### src/logic/stotr_defines.svh
`ifndef STOTR_DEFINES_SVH
`define STOTR_DEFINES_SVH

// Register byte offsets
`define STOTR_OFS_CTRL 4'h0
`define STOTR_OFS_STAT 4'h4
`define STOTR_OFS_ERRCLR 4'h8
`define STOTR_OFS_CHAR 4'hc

// Control register fields
`define STOTR_CTRL_START_LSB 0
`define STOTR_CTRL_ALPHA_LSB 4
`define STOTR_CTRL_STOP_LSB 8

// Status register fields
`define STOTR_STAT_WRITING_LSB 0
`define STOTR_STAT_CLEAR_LSB 4
`define STOTR_STAT_WCYC_LSB 8
`define STOTR_STAT_MERR_LSB 12

// Reset values
`define STOTR_RST_CHAR 7'h00
`define STOTR_RST_DIGIT 5'h00

// Write cycle length
`define STOTR_CLK_NS 4
`define STOTR_WCYC_NS 4000
`define STOTR_WCYC_CYC (`STOTR_WCYC_NS / `STOTR_CLK_NS)

// One-digit non-numeric codes in standard digit code
`define STOTR_CODE_PLUS 5'h11
`define STOTR_CODE_MINUS 5'h1a
`define STOTR_CODE_SPACE 5'h1b
`define STOTR_CODE_PERIOD 5'h1c
`define STOTR_CODE_IGNORE 5'h1d

// All-ones character forced after a check failure
`define STOTR_CHAR_JAM 7'h7f

`endif

### src/logic/stotr_pkg.sv
package stotr_pkg;

	// Per-synchronizer write operation progress
	typedef enum logic [2:0] {
		STOTR_IDLE = 3'b001,
		STOTR_CLEARING = 3'b010,
		STOTR_WRITING = 3'b100
	} stotr_wstate_type;

	// Decoder outputs feeding the encoder matrix
	typedef struct packed {
		logic [7:0] low_line;      // 08,19,2,3,4,5,6,7
		logic [4:0] sym_line;      // Plus, minus, space, period, ignore
		logic [7:0] range_line;    // 1024,2534,3544,...,8594
		logic lower_range_line_all;
		logic lower_range_line_no_plus;
		logic upper_range_line_all;
		logic upper_range_line_no_ignore_period;
	} stotr_lines_type;

	// Encoder result: six code bits plus four check terms
	typedef struct packed {
		logic [5:0] bits;          // Zone 6..5, value 4..1
		logic [3:0] check_term;    // Terms 4..1
	} stotr_enc_type;

endpackage

### src/logic/stotr_translator.sv
// Functional notes
// - Clear the starting synchronizer's output buffer at write start
// - Clear flag sets at start slot, ends at strobe
// - Clear pulses from ring phases 4,5,0,1,3
// - At most one clear flag set
// - Seven-bit character: value, zone, check
// - Accept one-digit and two-digit codes
// - Inputs use standard digit code
// - One shared translator, non-overlapping cycles
// - Check error writes all ones at T0 after the character
// - Numeric mode reads digit at T4
// - Alpha mode reads low T4, high T6
// - All buffer halves ORed into high register
// - High register changes only at even slots
// - Digit staged high then low stage
// - Translate at T7 with both digits, or the low one in numeric mode
// - Single-digit flag set T5, reset T7
// - Low digit decoded onto eight lines
// - Symbol lines only in single-digit mode
// - Range lines from high digit pair
// - One-digit range lines from fourth bit
// - Encoder gives six bits and check terms
// - Checker compares outputs with inverse
// - Check at T7, errors raised at T0
// - Write cycle lasts 4 us, one at once
`timescale 1ns/1ns
`include "stotr_defines.svh"

module stotr_translator #(
	parameter int NSYNC = 4,                      // Synchronizers sharing the translator
	parameter int WCYC_CYC = `STOTR_WCYC_CYC      // Write cycle length in clocks
) (
	input wire logic mclk,
	input wire logic sys_rst,
	input wire logic [3:0] reg_addr,
	input wire logic [31:0] reg_wdata,
	input wire logic reg_wr,
	input wire logic reg_rd,
	output logic [31:0] reg_rdata,
	input wire logic [7:0] slot_pulse,
	input wire logic [5:0] ring_phase_pulse,
	input wire logic clear_start_slot,
	input wire logic fast_density_toggle,
	input wire logic [NSYNC-1:0] write_slot_strobe,
	input wire logic [NSYNC-1:0][1:0][4:0] buf_digit,
	output logic [NSYNC-1:0] buf_read_lo,
	output logic [NSYNC-1:0] buf_read_hi,
	output logic [NSYNC-1:0] buf_clear,
	output logic [6:0] tape_char,
	output logic tape_char_strobe,
	output logic [NSYNC-1:0] tape_sync_sel,
	output logic output_check_diag_error,
	output logic output_check_sync_error,
	output logic [NSYNC-1:0] sync_master_error_set
);

	localparam logic [9:0] WCYC_LAST = 10'(WCYC_CYC - 1); // Last count of a write cycle

	// Whole state of the block
	typedef struct packed {
		stotr_pkg::stotr_wstate_type [NSYNC-1:0] wstate; // Write operation progress
		logic [NSYNC-1:0] alpha;        // Two-digit mode per synchronizer
		logic [NSYNC-1:0] clr_flag;     // Buffer-clear flags
		logic [NSYNC-1:0] wcyc;         // Write-cycle flags
		logic [9:0] wcnt;               // Write cycle length counter
		logic [NSYNC-1:0] half;         // Next buffer half in numeric mode
		logic [4:0] high_digit;         // Shared high-digit register
		logic [4:0] low_digit;          // Low-digit stage
		logic single;                   // Single-digit-translate flag
		logic err_pend;                 // Mismatch seen at T7
		logic [NSYNC-1:0] err_sync;     // Owner of the pending mismatch
		logic [6:0] char_out;           // Write-output flops
		logic char_strobe;              // Character ready pulse
		logic [NSYNC-1:0] sync_sel;     // Owner of the character
		logic diag_err;                 // Diagnostic error pulse
		logic sync_err;                 // Synchronizer error pulse
		logic [NSYNC-1:0] merr_set;     // Master error set pulses
		logic [NSYNC-1:0] merr;         // Sticky master error flags
		logic [31:0] rdata;             // Read data
	} stotr_state_type;

	stotr_state_type st_r;
	stotr_state_type st_nxt;

	stotr_pkg::stotr_lines_type lines;   // Decoder outputs
	stotr_pkg::stotr_enc_type enc;       // Encoder outputs
	stotr_pkg::stotr_enc_type enc_inv;   // Independent inverse
	logic [4:0] merged_digit;            // ORed buffer outputs
	logic [NSYNC-1:0][4:0] sync_digit;   // Per-synchronizer gated digit
	logic clear_phase;                   // Ring phases that clear digits
	logic check_bad;                     // Output disagrees with inverse
	logic [6:0] xlate_char;              // Assembled seven-bit character

	// Ring phases driving buffer clearing; phase 2 is not used
	assign clear_phase = ring_phase_pulse[4] | ring_phase_pulse[5] | ring_phase_pulse[0] |
		ring_phase_pulse[1] | ring_phase_pulse[3];

	// Per-synchronizer buffer strobes and gating onto the shared bus
	genvar g;
	generate
		for (g = 0; g < NSYNC; g = g + 1) begin : g_sync
			// Numeric mode alternates halves; alpha mode reads low then high
			assign buf_read_lo[g] = st_r.wcyc[g] && ((slot_pulse[4] &&
				(st_r.alpha[g] || !st_r.half[g])));
			assign buf_read_hi[g] = st_r.wcyc[g] && ((slot_pulse[4] && !st_r.alpha[g] &&
				st_r.half[g]) || (slot_pulse[6] && st_r.alpha[g]));
			assign buf_clear[g] = st_r.clr_flag[g] && clear_phase;
			assign sync_digit[g] = (buf_read_lo[g] ? buf_digit[g][0] : 5'h00) |
				(buf_read_hi[g] ? buf_digit[g][1] : 5'h00);
		end
	endgenerate

	// Only one synchronizer reads at a time, so an OR is a safe merge
	always_comb begin
		merged_digit = 5'h00;
		for (int i = 0; i < NSYNC; i++) begin
			merged_digit = merged_digit | sync_digit[i];
		end
	end

	// Digits are standard code, no memory-code conversion
	stotr_decoder u_dec (
		.low_digit(st_r.low_digit),
		.high_digit(st_r.high_digit),
		.single_digit(st_r.single),
		.lines(lines)
	);

	stotr_encoder u_enc (
		.lines(lines),
		.enc(enc),
		.enc_inv(enc_inv)
	);

	// Check bit is set when both terms of either pair are set
	assign xlate_char = {(enc.check_term[0] & enc.check_term[1]) |
		(enc.check_term[2] & enc.check_term[3]), enc.bits};
	// Any bit equal to its own inverse is an error
	assign check_bad = |(~({enc.bits, enc.check_term} ^ {enc_inv.bits, enc_inv.check_term}));

	// Next state
	always_comb begin
		logic any_clr;
		logic any_wcyc;
		logic clr_granted;
		logic [NSYNC-1:0] merr_clear;
		any_clr = |st_r.clr_flag;
		any_wcyc = |st_r.wcyc;
		clr_granted = 1'b0;
		merr_clear = '0;
		st_nxt = st_r;

		// Pulses last one cycle
		st_nxt.char_strobe = 1'b0;
		st_nxt.diag_err = 1'b0;
		st_nxt.sync_err = 1'b0;
		st_nxt.merr_set = '0;
		st_nxt.rdata = 32'h0000_0000;

		// Register writes
		if (reg_wr && reg_addr == `STOTR_OFS_CTRL) begin
			st_nxt.alpha = reg_wdata[`STOTR_CTRL_ALPHA_LSB +: NSYNC];
		end
		if (reg_wr && reg_addr == `STOTR_OFS_ERRCLR) begin
			merr_clear = reg_wdata[`STOTR_STAT_MERR_LSB +: NSYNC];
		end

		// Per-synchronizer operation control
		for (int i = 0; i < NSYNC; i++) begin
			case (st_r.wstate[i])
				stotr_pkg::STOTR_IDLE: begin
					// A start always goes through a clear cycle first
					if (reg_wr && reg_addr == `STOTR_OFS_CTRL &&
						reg_wdata[`STOTR_CTRL_START_LSB + i]) begin
						st_nxt.wstate[i] = stotr_pkg::STOTR_CLEARING;
					end
				end
				stotr_pkg::STOTR_CLEARING: begin
					if (st_r.clr_flag[i] && write_slot_strobe[i]) begin
						st_nxt.clr_flag[i] = 1'b0;
						st_nxt.wstate[i] = stotr_pkg::STOTR_WRITING;
					end else if (!st_r.clr_flag[i] && !any_clr && !clr_granted &&
						clear_start_slot && fast_density_toggle) begin
						// Lowest index wins so two flags never set together
						st_nxt.clr_flag[i] = 1'b1;
						clr_granted = 1'b1;
					end
				end
				stotr_pkg::STOTR_WRITING: begin
					// Write cycle only in the low half of the density toggle
					if (!any_wcyc && write_slot_strobe[i] && !fast_density_toggle) begin
						st_nxt.wcyc[i] = 1'b1;
					end
				end
				default: begin
					st_nxt.wstate[i] = stotr_pkg::STOTR_IDLE;
				end
			endcase
			// Stop ends writing; a running write cycle still completes
			if (reg_wr && reg_addr == `STOTR_OFS_CTRL &&
				reg_wdata[`STOTR_CTRL_STOP_LSB + i] &&
				st_r.wstate[i] == stotr_pkg::STOTR_WRITING) begin
				st_nxt.wstate[i] = stotr_pkg::STOTR_IDLE;
			end
			// Numeric mode takes the next half on each read
			if (buf_read_lo[i] || buf_read_hi[i]) begin
				st_nxt.half[i] = !st_r.alpha[i] && !st_r.half[i];
			end
		end

		// Write cycle length counter, shared because only one cycle runs
		if (any_wcyc) begin
			if (st_r.wcnt == WCYC_LAST) begin
				st_nxt.wcnt = 10'h000;
				st_nxt.wcyc = '0;
			end else begin
				st_nxt.wcnt = st_r.wcnt + 10'h001;
			end
		end

		// High-digit register loads and clears only at even slots
		if (slot_pulse[0] || slot_pulse[2] || slot_pulse[4] || slot_pulse[6]) begin
			st_nxt.high_digit = merged_digit;
		end
		// The staged digit moves down as the high register reloads at T6
		if (slot_pulse[6]) begin
			st_nxt.low_digit = st_r.high_digit;
		end

		// Single-digit flag brackets T5 to T7 of a numeric write cycle
		if (slot_pulse[5] && |(st_r.wcyc & ~st_r.alpha)) begin
			st_nxt.single = 1'b1;
		end else if (slot_pulse[7]) begin
			st_nxt.single = 1'b0;
		end

		// Translate and check at T7 into the write-output flops
		if (slot_pulse[7] && any_wcyc) begin
			st_nxt.char_out = xlate_char;
			st_nxt.char_strobe = 1'b1;
			st_nxt.sync_sel = st_r.wcyc;
			st_nxt.err_pend = check_bad;
			st_nxt.err_sync = st_r.wcyc;
		end

		// Errors surface at T0 and jam the character to all ones
		if (slot_pulse[0] && st_r.err_pend) begin
			st_nxt.err_pend = 1'b0;
			st_nxt.diag_err = 1'b1;
			st_nxt.sync_err = 1'b1;
			st_nxt.merr_set = st_r.err_sync;
			st_nxt.char_out = `STOTR_CHAR_JAM;
			st_nxt.char_strobe = 1'b1;
			st_nxt.sync_sel = st_r.err_sync;
		end

		// Sticky errors: a new error beats a clear in the same cycle
		st_nxt.merr = (st_r.merr & ~merr_clear) | st_nxt.merr_set;

		// Register reads, data appear in the following cycle
		if (reg_rd) begin
			case (reg_addr)
				`STOTR_OFS_CTRL: begin
					st_nxt.rdata[`STOTR_CTRL_ALPHA_LSB +: NSYNC] = st_r.alpha;
				end
				`STOTR_OFS_STAT: begin
					for (int i = 0; i < NSYNC; i++) begin
						st_nxt.rdata[`STOTR_STAT_WRITING_LSB + i] =
							st_r.wstate[i] == stotr_pkg::STOTR_WRITING;
					end
					st_nxt.rdata[`STOTR_STAT_CLEAR_LSB +: NSYNC] = st_r.clr_flag;
					st_nxt.rdata[`STOTR_STAT_WCYC_LSB +: NSYNC] = st_r.wcyc;
					st_nxt.rdata[`STOTR_STAT_MERR_LSB +: NSYNC] = st_r.merr;
				end
				`STOTR_OFS_CHAR: begin
					st_nxt.rdata[6:0] = st_r.char_out;
					st_nxt.rdata[8 +: NSYNC] = st_r.sync_sel;
				end
				default: begin
					st_nxt.rdata = 32'h0000_0000;
				end
			endcase
		end
	end

	// State register
	always_ff @(posedge mclk) begin
		if (sys_rst) begin
			st_r <= '0;
			for (int i = 0; i < NSYNC; i++) begin
				st_r.wstate[i] <= stotr_pkg::STOTR_IDLE;
			end
			st_r.char_out <= `STOTR_RST_CHAR;
			st_r.high_digit <= `STOTR_RST_DIGIT;
			st_r.low_digit <= `STOTR_RST_DIGIT;
		end else begin
			st_r <= st_nxt;
		end
	end

	// Outputs straight from state
	assign reg_rdata = st_r.rdata;
	assign tape_char = st_r.char_out;
	assign tape_char_strobe = st_r.char_strobe;
	assign tape_sync_sel = st_r.sync_sel;
	assign output_check_diag_error = st_r.diag_err;
	assign output_check_sync_error = st_r.sync_err;
	assign sync_master_error_set = st_r.merr_set;

endmodule

### src/logic/stotr_decoder.sv
`timescale 1ns/1ns
`include "stotr_defines.svh"

// Decodes low digit, high digit and single-digit flag into lines
module stotr_decoder (
	input wire logic [4:0] low_digit,
	input wire logic [4:0] high_digit,
	input wire logic single_digit,
	output stotr_pkg::stotr_lines_type lines
);

	logic [6:0] code_value; // Two-digit code as a number
	logic low_bit4;         // Fourth binary bit of the low digit
	logic is_sym;           // Low digit is a non-numeric one-digit code

	assign low_bit4 = low_digit[3];
	assign code_value = 7'(high_digit[3:0]) * 7'h0a + 7'(low_digit[3:0]);
	assign is_sym = low_digit[4];

	// Low digit lines; 0/8 and 1/9 share a line because they share value bits
	assign lines.low_line[0] = !is_sym && (low_digit[3:0] == 4'h0 || low_digit[3:0] == 4'h8);
	assign lines.low_line[1] = !is_sym && (low_digit[3:0] == 4'h1 || low_digit[3:0] == 4'h9);
	genvar g;
	generate
		for (g = 2; g < 8; g = g + 1) begin : g_low
			assign lines.low_line[g] = !is_sym && (low_digit[3:0] == 4'(g));
		end
	endgenerate

	// Symbol lines are gated off outside one-digit translation
	assign lines.sym_line[0] = single_digit && low_digit == `STOTR_CODE_PLUS;
	assign lines.sym_line[1] = single_digit && low_digit == `STOTR_CODE_MINUS;
	assign lines.sym_line[2] = single_digit && low_digit == `STOTR_CODE_SPACE;
	assign lines.sym_line[3] = single_digit && low_digit == `STOTR_CODE_PERIOD;
	assign lines.sym_line[4] = single_digit && low_digit == `STOTR_CODE_IGNORE;

	// Two-digit range lines, each a span of ten codes (first one fifteen)
	generate
		for (g = 0; g < 8; g = g + 1) begin : g_range
			localparam logic [6:0] LO = (g == 0) ? 7'h0a : 7'(15 + 10 * g);
			localparam logic [6:0] HI = 7'(24 + 10 * g);
			assign lines.range_line[g] = !single_digit && code_value >= LO &&
				code_value <= HI;
		end
	endgenerate

	// One-digit range lines use the fourth bit, less plus or ignore/period; high register is empty
	assign lines.lower_range_line_all = single_digit && !low_bit4;
	assign lines.lower_range_line_no_plus = single_digit && !low_bit4 &&
		low_digit != `STOTR_CODE_PLUS;
	assign lines.upper_range_line_all = single_digit && low_bit4;
	assign lines.upper_range_line_no_ignore_period = single_digit && low_bit4 &&
		low_digit != `STOTR_CODE_IGNORE && low_digit != `STOTR_CODE_PERIOD;

endmodule

### src/logic/stotr_encoder.sv
`timescale 1ns/1ns
`include "stotr_defines.svh"

// Encoder matrix plus an independently built inverse for checking
module stotr_encoder #(
	// Value bits 3..1 per low line; the code table is supplied here
	parameter logic [23:0] LOW_BITS = 24'h7d6a3c,
	// Value bits 3..1 per symbol line
	parameter logic [14:0] SYM_BITS = 15'h0000,
	// Zone bit 6 per symbol line
	parameter logic [4:0] SYM_Z6 = 5'h04,
	// Zone bit 5 per symbol line
	parameter logic [4:0] SYM_Z5 = 5'h14
) (
	input stotr_pkg::stotr_lines_type lines,
	output stotr_pkg::stotr_enc_type enc,
	output stotr_pkg::stotr_enc_type enc_inv
);

	logic [7:0] r;  // Range lines shorthand
	logic [4:0] s;  // Symbol lines shorthand
	logic lo_ck1;   // Low digit 0,8,2,3,5
	logic lo_ck3;   // Low digit 1,9,4,6,7

	assign r = lines.range_line;
	assign s = lines.sym_line;
	assign lo_ck1 = lines.low_line[0] | lines.low_line[2] | lines.low_line[3] |
		lines.low_line[5];
	assign lo_ck3 = lines.low_line[1] | lines.low_line[4] | lines.low_line[6] |
		lines.low_line[7];

	// Value bits 1..3 from the line tables, true and complement sets
	genvar b;
	generate
		for (b = 0; b < 3; b = b + 1) begin : g_val
			logic [7:0] low_set;
			logic [4:0] sym_set;
			for (genvar i = 0; i < 8; i = i + 1) begin : g_l
				assign low_set[i] = LOW_BITS[3 * i + b];
			end
			for (genvar i = 0; i < 5; i = i + 1) begin : g_s
				assign sym_set[i] = SYM_BITS[3 * i + b];
			end
			assign enc.bits[b] = |(lines.low_line & low_set) | |(s & sym_set);
			assign enc_inv.bits[b] = |(lines.low_line & ~low_set) | |(s & ~sym_set);
		end
	endgenerate

	// Value bit 4 from the upper half ranges
	assign enc.bits[3] = r[1] | r[3] | r[5] | r[7] | lines.upper_range_line_all;
	assign enc_inv.bits[3] = r[0] | r[2] | r[4] | r[6] | lines.lower_range_line_no_plus |
		s[0];

	// Zone bits
	assign enc.bits[4] = r[2] | r[3] | r[6] | r[7] | |(s & SYM_Z5);
	assign enc_inv.bits[4] = r[0] | r[1] | r[4] | r[5] | |(s & ~SYM_Z5) |
		(|lines.low_line & (lines.lower_range_line_all | lines.upper_range_line_all));
	assign enc.bits[5] = r[4] | r[5] | r[6] | r[7] | |(s & SYM_Z6);
	assign enc_inv.bits[5] = r[0] | r[1] | r[2] | r[3] | |(s & ~SYM_Z6) |
		(|lines.low_line & (lines.lower_range_line_all | lines.upper_range_line_all));

	// Check terms; the translator pairs 1 with 2 and 3 with 4
	assign enc.check_term[1] = r[0] | r[3] | r[5] | r[6] | lines.lower_range_line_all;
	assign enc.check_term[0] = lo_ck1 | s[0];
	assign enc.check_term[3] = r[1] | r[2] | r[4] | r[7] | lines.upper_range_line_all;
	assign enc.check_term[2] = lo_ck3 | s[1] | s[2] | s[3] | s[4];
	// Inverses: term 3 mirrors term 1, term 4 mirrors term 2
	assign enc_inv.check_term[1] = r[1] | r[2] | r[4] | r[7] |
		lines.upper_range_line_no_ignore_period | s[3] | s[4];
	assign enc_inv.check_term[0] = lo_ck3 | s[1] | s[2] | s[3] | s[4];
	assign enc_inv.check_term[3] = r[0] | r[3] | r[5] | r[6] |
		lines.lower_range_line_no_plus | s[0];
	assign enc_inv.check_term[2] = lo_ck1 | s[0];

endmodule

### config.mk
export PLATFORM = sky130hd
export DESIGN_NAME = stotr_translator
export DESIGN_NICKNAME = d
export VERILOG_FILES = /design/src/logic/stotr_pkg.sv /design/src/logic/stotr_translator.sv /design/src/logic/stotr_decoder.sv /design/src/logic/stotr_encoder.sv
export VERILOG_INCLUDE_DIRS = /design/src /design/src/logic
export SDC_FILE = /design/constraint.sdc
export NUM_CORES = 1
export LEC_CHECK = 0
export BUFFER_PORTS_ARGS = -buffer_cell sky130_fd_sc_hd__buf_4
export CAP_MARGIN = 20
export CORE_MARGIN = 1.5
export CORE_UTILIZATION = 38
export CTS_CLUSTER_DIAMETER = 100
export DETAILED_ROUTE_END_ITERATION = 10
export GPL_TIMING_DRIVEN = 0
export SYNTH_ARGS = -nofsm -noshare
export SYNTH_HDL_FRONTEND = slang
export SYNTH_HIERARCHICAL = 1
export SYNTH_SLANG_ARGS = --single-unit
### constraint.sdc
create_clock -name mclk -period 3.85 [get_ports mclk]
set_input_delay 0 -clock mclk [delete_from_list [all_inputs] [get_ports mclk]]
set_output_delay 0 -clock mclk [all_outputs]
set_load 0.01 [all_outputs]
==> metrics.md, run 1 <==
| Metric | Value |
|---|---|
| Status | completed |
| Placed inst area | approximately 7000 µm² |
| LEAKAGE | between 3 and 4 nW |
| Total grt overflow | 0 |
| Post-synth EDFFs | 0 |
| Seq/Total Area, Yosys | 32.51% |
| Buffers on Ports | around 130 |
| Mapped cell area | ~5600 µm² |
| Number of global-route vias before repair | 5,358 |
| Final Hold Fails | 0 |
| Pwr Total | 2.099 mW |
| Area Overhead vs Synth | 34.66% |
| Largest net degree at the start of global routing | 15 |
| Crit-path max cell delay | 0.58 ns |
| Hold Crit Class | in2reg |
| DP Wirelength | roughly 13,000 µm |
| Crit path kind | reg2reg |
| First-pass DRT Iterations | 6 |
| Die width | 124.4 µm |
| Dpl cells | approximately 1,000 |
| Latest clock arrival within the worst-skew pair | about 0.34 ns |
| Critical Path End Type | flip-flop |
| Min Clock Period, post-route | between 3 and 4 ns |
| DR vias | 5,544 |
| Synth Instances | around 670 |
| Crit Reg-Reg Startpoint | st_r[66] |
| R2R depth | 14 |
| Power Density | roughly 280 nW/µm² |
| Num CTS Buffers | 9 |
| Row count | 44 |
| Total core area | roughly 14,000 µm² |
| Initial Utilization | approximately two fifths |
| Crit start category | flip-flop |
| Pre-CTS setup slack | -0.01508 ns |
| Setup slack, reg-to-reg | about 0.16 ns |
| Top cell by count, worst path | ha_1 |
| Final setup vio count | 0 |
| Netlist cell types | 81 |
| Worst min-delay path startpoint | reg_wdata[14] |
| MaxCap Viol Count | 0 |
| Hold Crit Endpoint | st_r[34] |
| Worst-path clk slew | roughly 0.060 ns |
| Drt via density | roughly 5.3 |
| Worst slew pin tran | 0.8864 ns |
| Worst R2R End | st_r[58] |
| Residual DRC | 0 |
| Worst Skew | between 0.003 and 0.004 ns |
| First-pass GRT wire length | between 20,000 and 30,000 µm |
| # fillers | approximately 1,400 |
| Cell Chain, Critical Path | ha_1 -> ha_1 -> fa_2 -> nand2_1 -> a21oi_2 -> mux2i_2 -> a211oi_1 -> or4_1 -> nor2_1 -> nand3b_1 -> xor2_1 -> nand4_1 -> nor4_1 -> a21oi_1 |
| CP Max Fanout | 5 |
| Die ar. | 15,480 µm² |
| Cell area after layout | 7545 µm² |
| Clk sinks | between 90 and 100 |
| Root buffer cell | clkbuf_16 |
| Number of top-level pins | between 150 and 200 |
| CP arrival | 3.92 ns |
| Data required, critical path | between 4 and 5 ns |
| Final period utilization | between 90% and 100% |
| #FFs+latches synth | 91 |
| Max Freq | 0.2709 GHz |
| DR WL/cell | roughly 16 µm |
| Routed Antenna Nets | 0 |
| FFs w/ async S/R, synth | 0% |
| Total Neg Setup Slack | 0 ns |
| Final Slew Violations | 0 |
| Clk buf depth | 2 |
| Post-Route WL | between 15,000 and 20,000 µm |
| TritonCTS clock tree | yes |
| Synth warn | 6 |
| H-Tree Depth | 3 |
| Die H | between 100 and 150 µm |
| GPL Wtd Cong | between 0.8 and 0.9 |
| Worst vdd ir | ~0.23 mV |
| Final nets | around 970 |
| Slowest stage cell, crit path | fa_2 |
| DR iter-0 viols | 496 |
| RSZ-0062 raised after global routing | no |
| Synthesized area per cell | between 8 and 9 µm² |
| Initial antenna violation count | 0 |
| Layout cells sized above 1 | approximately 28% |
| Final setup margin | 0.1591 ns |
| Main synth FF type | dfxtp_1 |
| Slew margin rel. | 40.45% |
| Ant. Diodes | 0 |
| Tot GR Track Use | approximately 22% |
| Final Non-Filler Cells | ~1,100 |
| Worst Hold Path Cells | 4 |
-- Yosys cell counts (8+ instances only) --
master	instances	share of area [%]
dfxtp_1	91	33
nor2_1	87	5.8
nand2_1	61	4.1
buf_4	51	6.8
a21oi_1	22	2.0
mux2i_1	20	3.6
a22oi_1	19	2.5
a31oi_1	18	2.0
nor4_1	17	1.9
o21ai_0	17	1.5
nand3_1	16	1.4
inv_1	15	1.0
xnor2_1	14	2.2
nor3_1	13	1.2
clkbuf_1	12	0.80
nor3b_1	12	1.6
nor2b_1	11	1.2
and2_1	9	1.0
nand3b_1	9	1.2
buf_2	8	0.71
ha_1	8	1.8
xor2_1	8	1.3
-- repair_timing --
| action | 4_1_cts | 5_1_grt |
|---|---|---|
| gates cloned | 0 | 0 |
| setup endpoints to repair | 1 | 1 |
| setup buffers | 0 | 1 |
| resized for setup | 1 | 6 |
| hold buffers | 38 | 0 |
| hold endpoints to repair | 27 | 0 |
| pin swaps | 0 | 1 |
-- critical path: cells and delay by family (launching register included) --
kind / cells / cell delay (ns)
AND/OR/NAND/NOR: 6 / 1.24
adder cells (fa/ha/maj): 3 / 1.11
AO/OA/AOI/OAI: 3 / 0.42
flip-flops: 1 / 0.35
multiplexers: 1 / 0.29
XOR/XNOR: 1 / 0.17
-- final cells by class --
type	instances	area (µm²)	share of cell area, %
plain buffers	79	528.0	6.998
clock buffers	11	232.7	3.085
clock inverters	4	76.32	1.012
inverters	16	60.06	0.7960
multi-input cells	502	3267	43.30
flip-flops and latches	91	1824	24.18
well taps	184	230.2	3.051
repair buffers	164	1326	17.58
-- logic make-up (layout without fill, tap and decap cells) --
| family | Yosys count | in the layout | synth area share, % |
|---|---|---|---|
| other | 1 | 16 | 0.06693 |
| DFF | 91 | 91 | 32.51 |
| muxes | 25 | 25 | 4.578 |
| and+or+nand+nor | 284 | 284 | 26.57 |
| AOI/OAI and AO/OA | 144 | 144 | 19.54 |
| adders and majority gates | 10 | 10 | 2.501 |
| xor gates and xnor gates | 23 | 23 | 3.730 |
| buffers and inverters | 95 | 274 | 10.50 |
-- cell usage in the layout, fill, tap and decap left out, types with 4 or more instances in the layout --
| cell | count |
|---|---|
| a221oi_1 | 5 |
| buf_6 | 4 |
| mux2i_1 | 19 |
| a31oi_1 | 18 |
| a32oi_1 | 5 |
| buf_4 | 177 |
| clkbuf_16 | 9 |
| and2_1 | 9 |
| or3_1 | 5 |
| and3_1 | 7 |
| buf_2 | 8 |
| o21ai_0 | 17 |
| nor2b_1 | 11 |
| xor2_1 | 8 |
| nand2_1 | 61 |
| mux2_2 | 5 |
| a211oi_1 | 4 |
| ha_1 | 8 |
| conb_1 | 16 |
| inv_1 | 15 |
| xnor2_1 | 13 |
| nor3_1 | 13 |
| or4_1 | 6 |
| nor2_1 | 87 |
| a2111oi_0 | 6 |
| a22oi_1 | 19 |
| a21oi_1 | 21 |
| o31ai_1 | 5 |
| nor3b_1 | 12 |
| dfxtp_1 | 89 |
| nor4_1 | 17 |
| nand4_1 | 4 |
| clkbuf_1 | 14 |
| nand2b_1 | 7 |
| dlygate4sd3_1 | 38 |
| buf_1 | 4 |
| a21o_1 | 7 |
| nand3b_1 | 9 |
| nand3_1 | 16 |
-- where the power goes --
part           switching, mW  leakage, nW  internal [mW]
registers            0.00369        0.734          0.944
logic                 0.0982         2.33          0.114
clock network          0.372        0.146          0.567
-- sequential cells by signal, summed over array words and instances (netlist names) --
register and flops:
sync_master_error_set 4, tape_sync_sel 4, tape_char 7, st_r 58, tape_char_strobe 1, output_check_diag_error 1
reg_rdata 16
-- metrics by stage --
step	hold slack, ns	util [%]
after detailed placement	0.2584	47.16
after global routing	0.008849	52.11
final	0.009466	52.11
after floorplan	0.1472	-
after global placement	0.2488	47.16
after CTS	0.001999	51.94
-- layer usage --
metal  vias to the layer above  routed length [µm]  global-route usage (%)
met5                         -                   0                       0
met4                         0                 430                   8.857
met3                        25                1044                   3.522
met2                       211                7749                   35.00
met1                      2549                7772                   28.70
li1                       2759                   -                       -
-- how the worst max path moves through the flow --
stage             start       end  slack, ns
2_1_floorplan  st_r[66]  st_r[58]       0.39
3_3_place_gp   st_r[66]  st_r[58]      0.005
3_5_place_dp   st_r[66]  st_r[58]      -0.02
4_1_cts        st_r[66]  st_r[58]      0.005
5_1_grt        st_r[66]  st_r[58]      0.004
6_report       st_r[66]  st_r[58]       0.16
Note: power is estimated with default switching activity, not from simulation.
==> run 2: changes to the inputs <==
- CORE_ASPECT_RATIO: default -> 0.5
==> metrics.md, run 2 (synthesis gave the netlist of run 1 again) <==
| Metric | Value |
|---|---|
| Tot GR Track Use | a little over 20% |
| Routed Antenna Nets | 0 |
| Drt via density | about 5.3 |
| Commonest non-fill, non-tap cell in the layout | buf_4 |
| Worst Hold Path Cells | 3 |
| Critical Path End Type | flip-flop |
| DR vias | roughly 5,600 |
| Layout cells sized above 1 | around 29% |
| First-pass GRT wire length | approximately 25,000 µm |
| Crit start category | flip-flop |
| Final setup vio count | 0 |
| Clk buf depth | 2 |
| Total grt overflow | 0 |
| Row count | 31 |
| Dpl cells | roughly 1,000 |
| R2R depth | 12 |
| Crit path kind | reg2reg |
| Biggest register | st_r |
| TritonCTS clock tree | yes |
| DR iter-0 viols | 335 |
| DP Wirelength | 12,660 µm |
| Pwr Total | 1.941 mW |
| Clk sinks | slightly above 90 |
| Failing checks | hold timing |
| Buffers on Ports | 125 |
| Slew margin rel. | a little over two fifths |
| Most frequent cells in the layout | buf_4 (178), dfxtp_1 (89), nor2_1 (86) |
| Final Non-Filler Cells | between 1,000 and 1,500 |
| Power Density | between 200 and 300 nW/µm² |
| H-Tree Depth | 3 |
| Post-Route WL | approximately 17,000 µm |
| Max Freq | 0.2713 GHz |
| Worst slew pin tran | 0.8564 ns |
| Largest net degree at the start of global routing | 14 |
| Residual DRC | 0 |
| Status | finished with violations |
| Number of top-level pins | 162 |
| Worst-path clk slew | ~0.060 ns |
| Worst Skew | about 0.0090 ns |
| LEAKAGE | around 3.1 nW |
| Largest register FFs | 58 |
| Hold Crit Class | in2reg |
| Data required, critical path | between 4 and 5 ns |
| Min Clock Period, post-route | approximately 3.7 ns |
| Root buffer cell | clkbuf_16 |
| CP arrival | slightly below 4 ns |
| Placed inst area | 6845 µm² |
| Final nets | between 900 and 1,000 |
| Initial antenna violation count | 0 |
| Die width | 174.7 µm |
| Final setup margin | around 0.16 ns |
| Ant. Diodes | 0 |
| Worst vdd ir | between 0.2 and 0.25 mV |
| Latest clock arrival within the worst-skew pair | ~0.34 ns |
| First-pass DRT Iterations | 5 |
| Initial Utilization | between 30 and 40% |
| Total core area | 14,430 µm² |
| Final Slew Violations | 0 |
| Pre-CTS setup slack | -0.004187 ns |
| Final period utilization | between 90% and 100% |
| Final Hold Fails | 1 |
| Die ar. | between 15,000 and 20,000 µm² |
| Cell area after layout | approximately 7400 µm² |
| Num CTS Buffers | 9 |
| DR WL/cell | 15.75 µm |
| Hold Slack | -0.004387 ns |
| Area Overhead vs Synth | 32.34% |
| CP Max Fanout | 5 |
| GPL Wtd Cong | roughly 0.84 |
| Die H | 88.86 µm |
| Number of global-route vias before repair | just under 5,000 |
| MaxCap Viol Count | 0 |
-- run 2: cell types whose count changed in the layout (fill, tap and decap cells not counted), moves of 2 or more --
cell and delta:
bufinv_16 -2, clkbuf_1 -2, clkinv_2 +2, dlygate4sd3_1 -11
-- run 2: final cells by class --
cell class                      count  area [µm²]
Fill cell                        1432        7014
Multi-Input combinational cell    502        3274
Sequential cell                    91        1824
Timing Repair Buffer              154        1224
Buffer                             79       528.0
Tap cell                          198       247.7
Clock buffer                       10       239.0
Inverter                           16       60.06
Clock inverter                      3       17.52
-- run 2: worst paths after layout --
check | startpoint | slack, ns | endpoint
worst min register to register | st_r[34] | 0.46 | reg_rdata[14]
worst max-delay path | st_r[66] | 0.16 | st_r[58]
worst max register to register | st_r[66] | 0.16 | st_r[58]
worst min-delay path | buf_digit[27] | -0.004 | st_r[67]
-- run 2: critical path: stages (launching register included) --
cell and delay [ns]:
dfxtp_2 0.35, ha_1 0.30, ha_1 0.21, fa_2 0.58
nand2_1 0.09, a21oi_2 0.18, mux2i_2 0.33, nor4_1 0.12
or3_1 0.39, or4_1 0.47, xnor2_1 0.16, nor4_1 0.28
a21oi_1 0.11
-- run 2: power breakdown --
part / switching (mW) / total, mW / leakage (nW) / internal (mW)
registers: 0.00354 / 0.947 / 0.734 / 0.944
clock network: 0.345 / 0.787 / 0.126 / 0.442
logic: 0.0959 / 0.207 / 2.28 / 0.111
total: 0.444 / 1.94 / 3.14 / 1.50
-- run 2: through the flow --
stage	setup TNS, ns	util, %
floorplan	0	-
global placement	0	47.44
detailed placement	-0.004187	47.44
CTS	0	51.05
global route	-0.01248	51.39
finish	0	51.39
-- run 2: timing repair --
| action | 4_1_cts | 5_1_grt |
|---|---|---|
| hold buffers | 26 | 1 |
| endpoints found under the hold margin | 24 | 1 |
| pin swaps | 0 | 0 |
| buffers inserted | 0 | 2 |
| setup endpoints to repair | 1 | 1 |
| resized for setup | 1 | 8 |
-- run 2: routing by layer --
metal | wire [µm] | track usage, % | vias to the layer above
li1 | - | - | 2732
met1 | 7739 | 27.74 | 2665
met2 | 7933 | 35.39 | 143
met3 | 703 | 2.921 | 16
met4 | 206 | 5.206 | 0
met5 | 0 | 0 | -
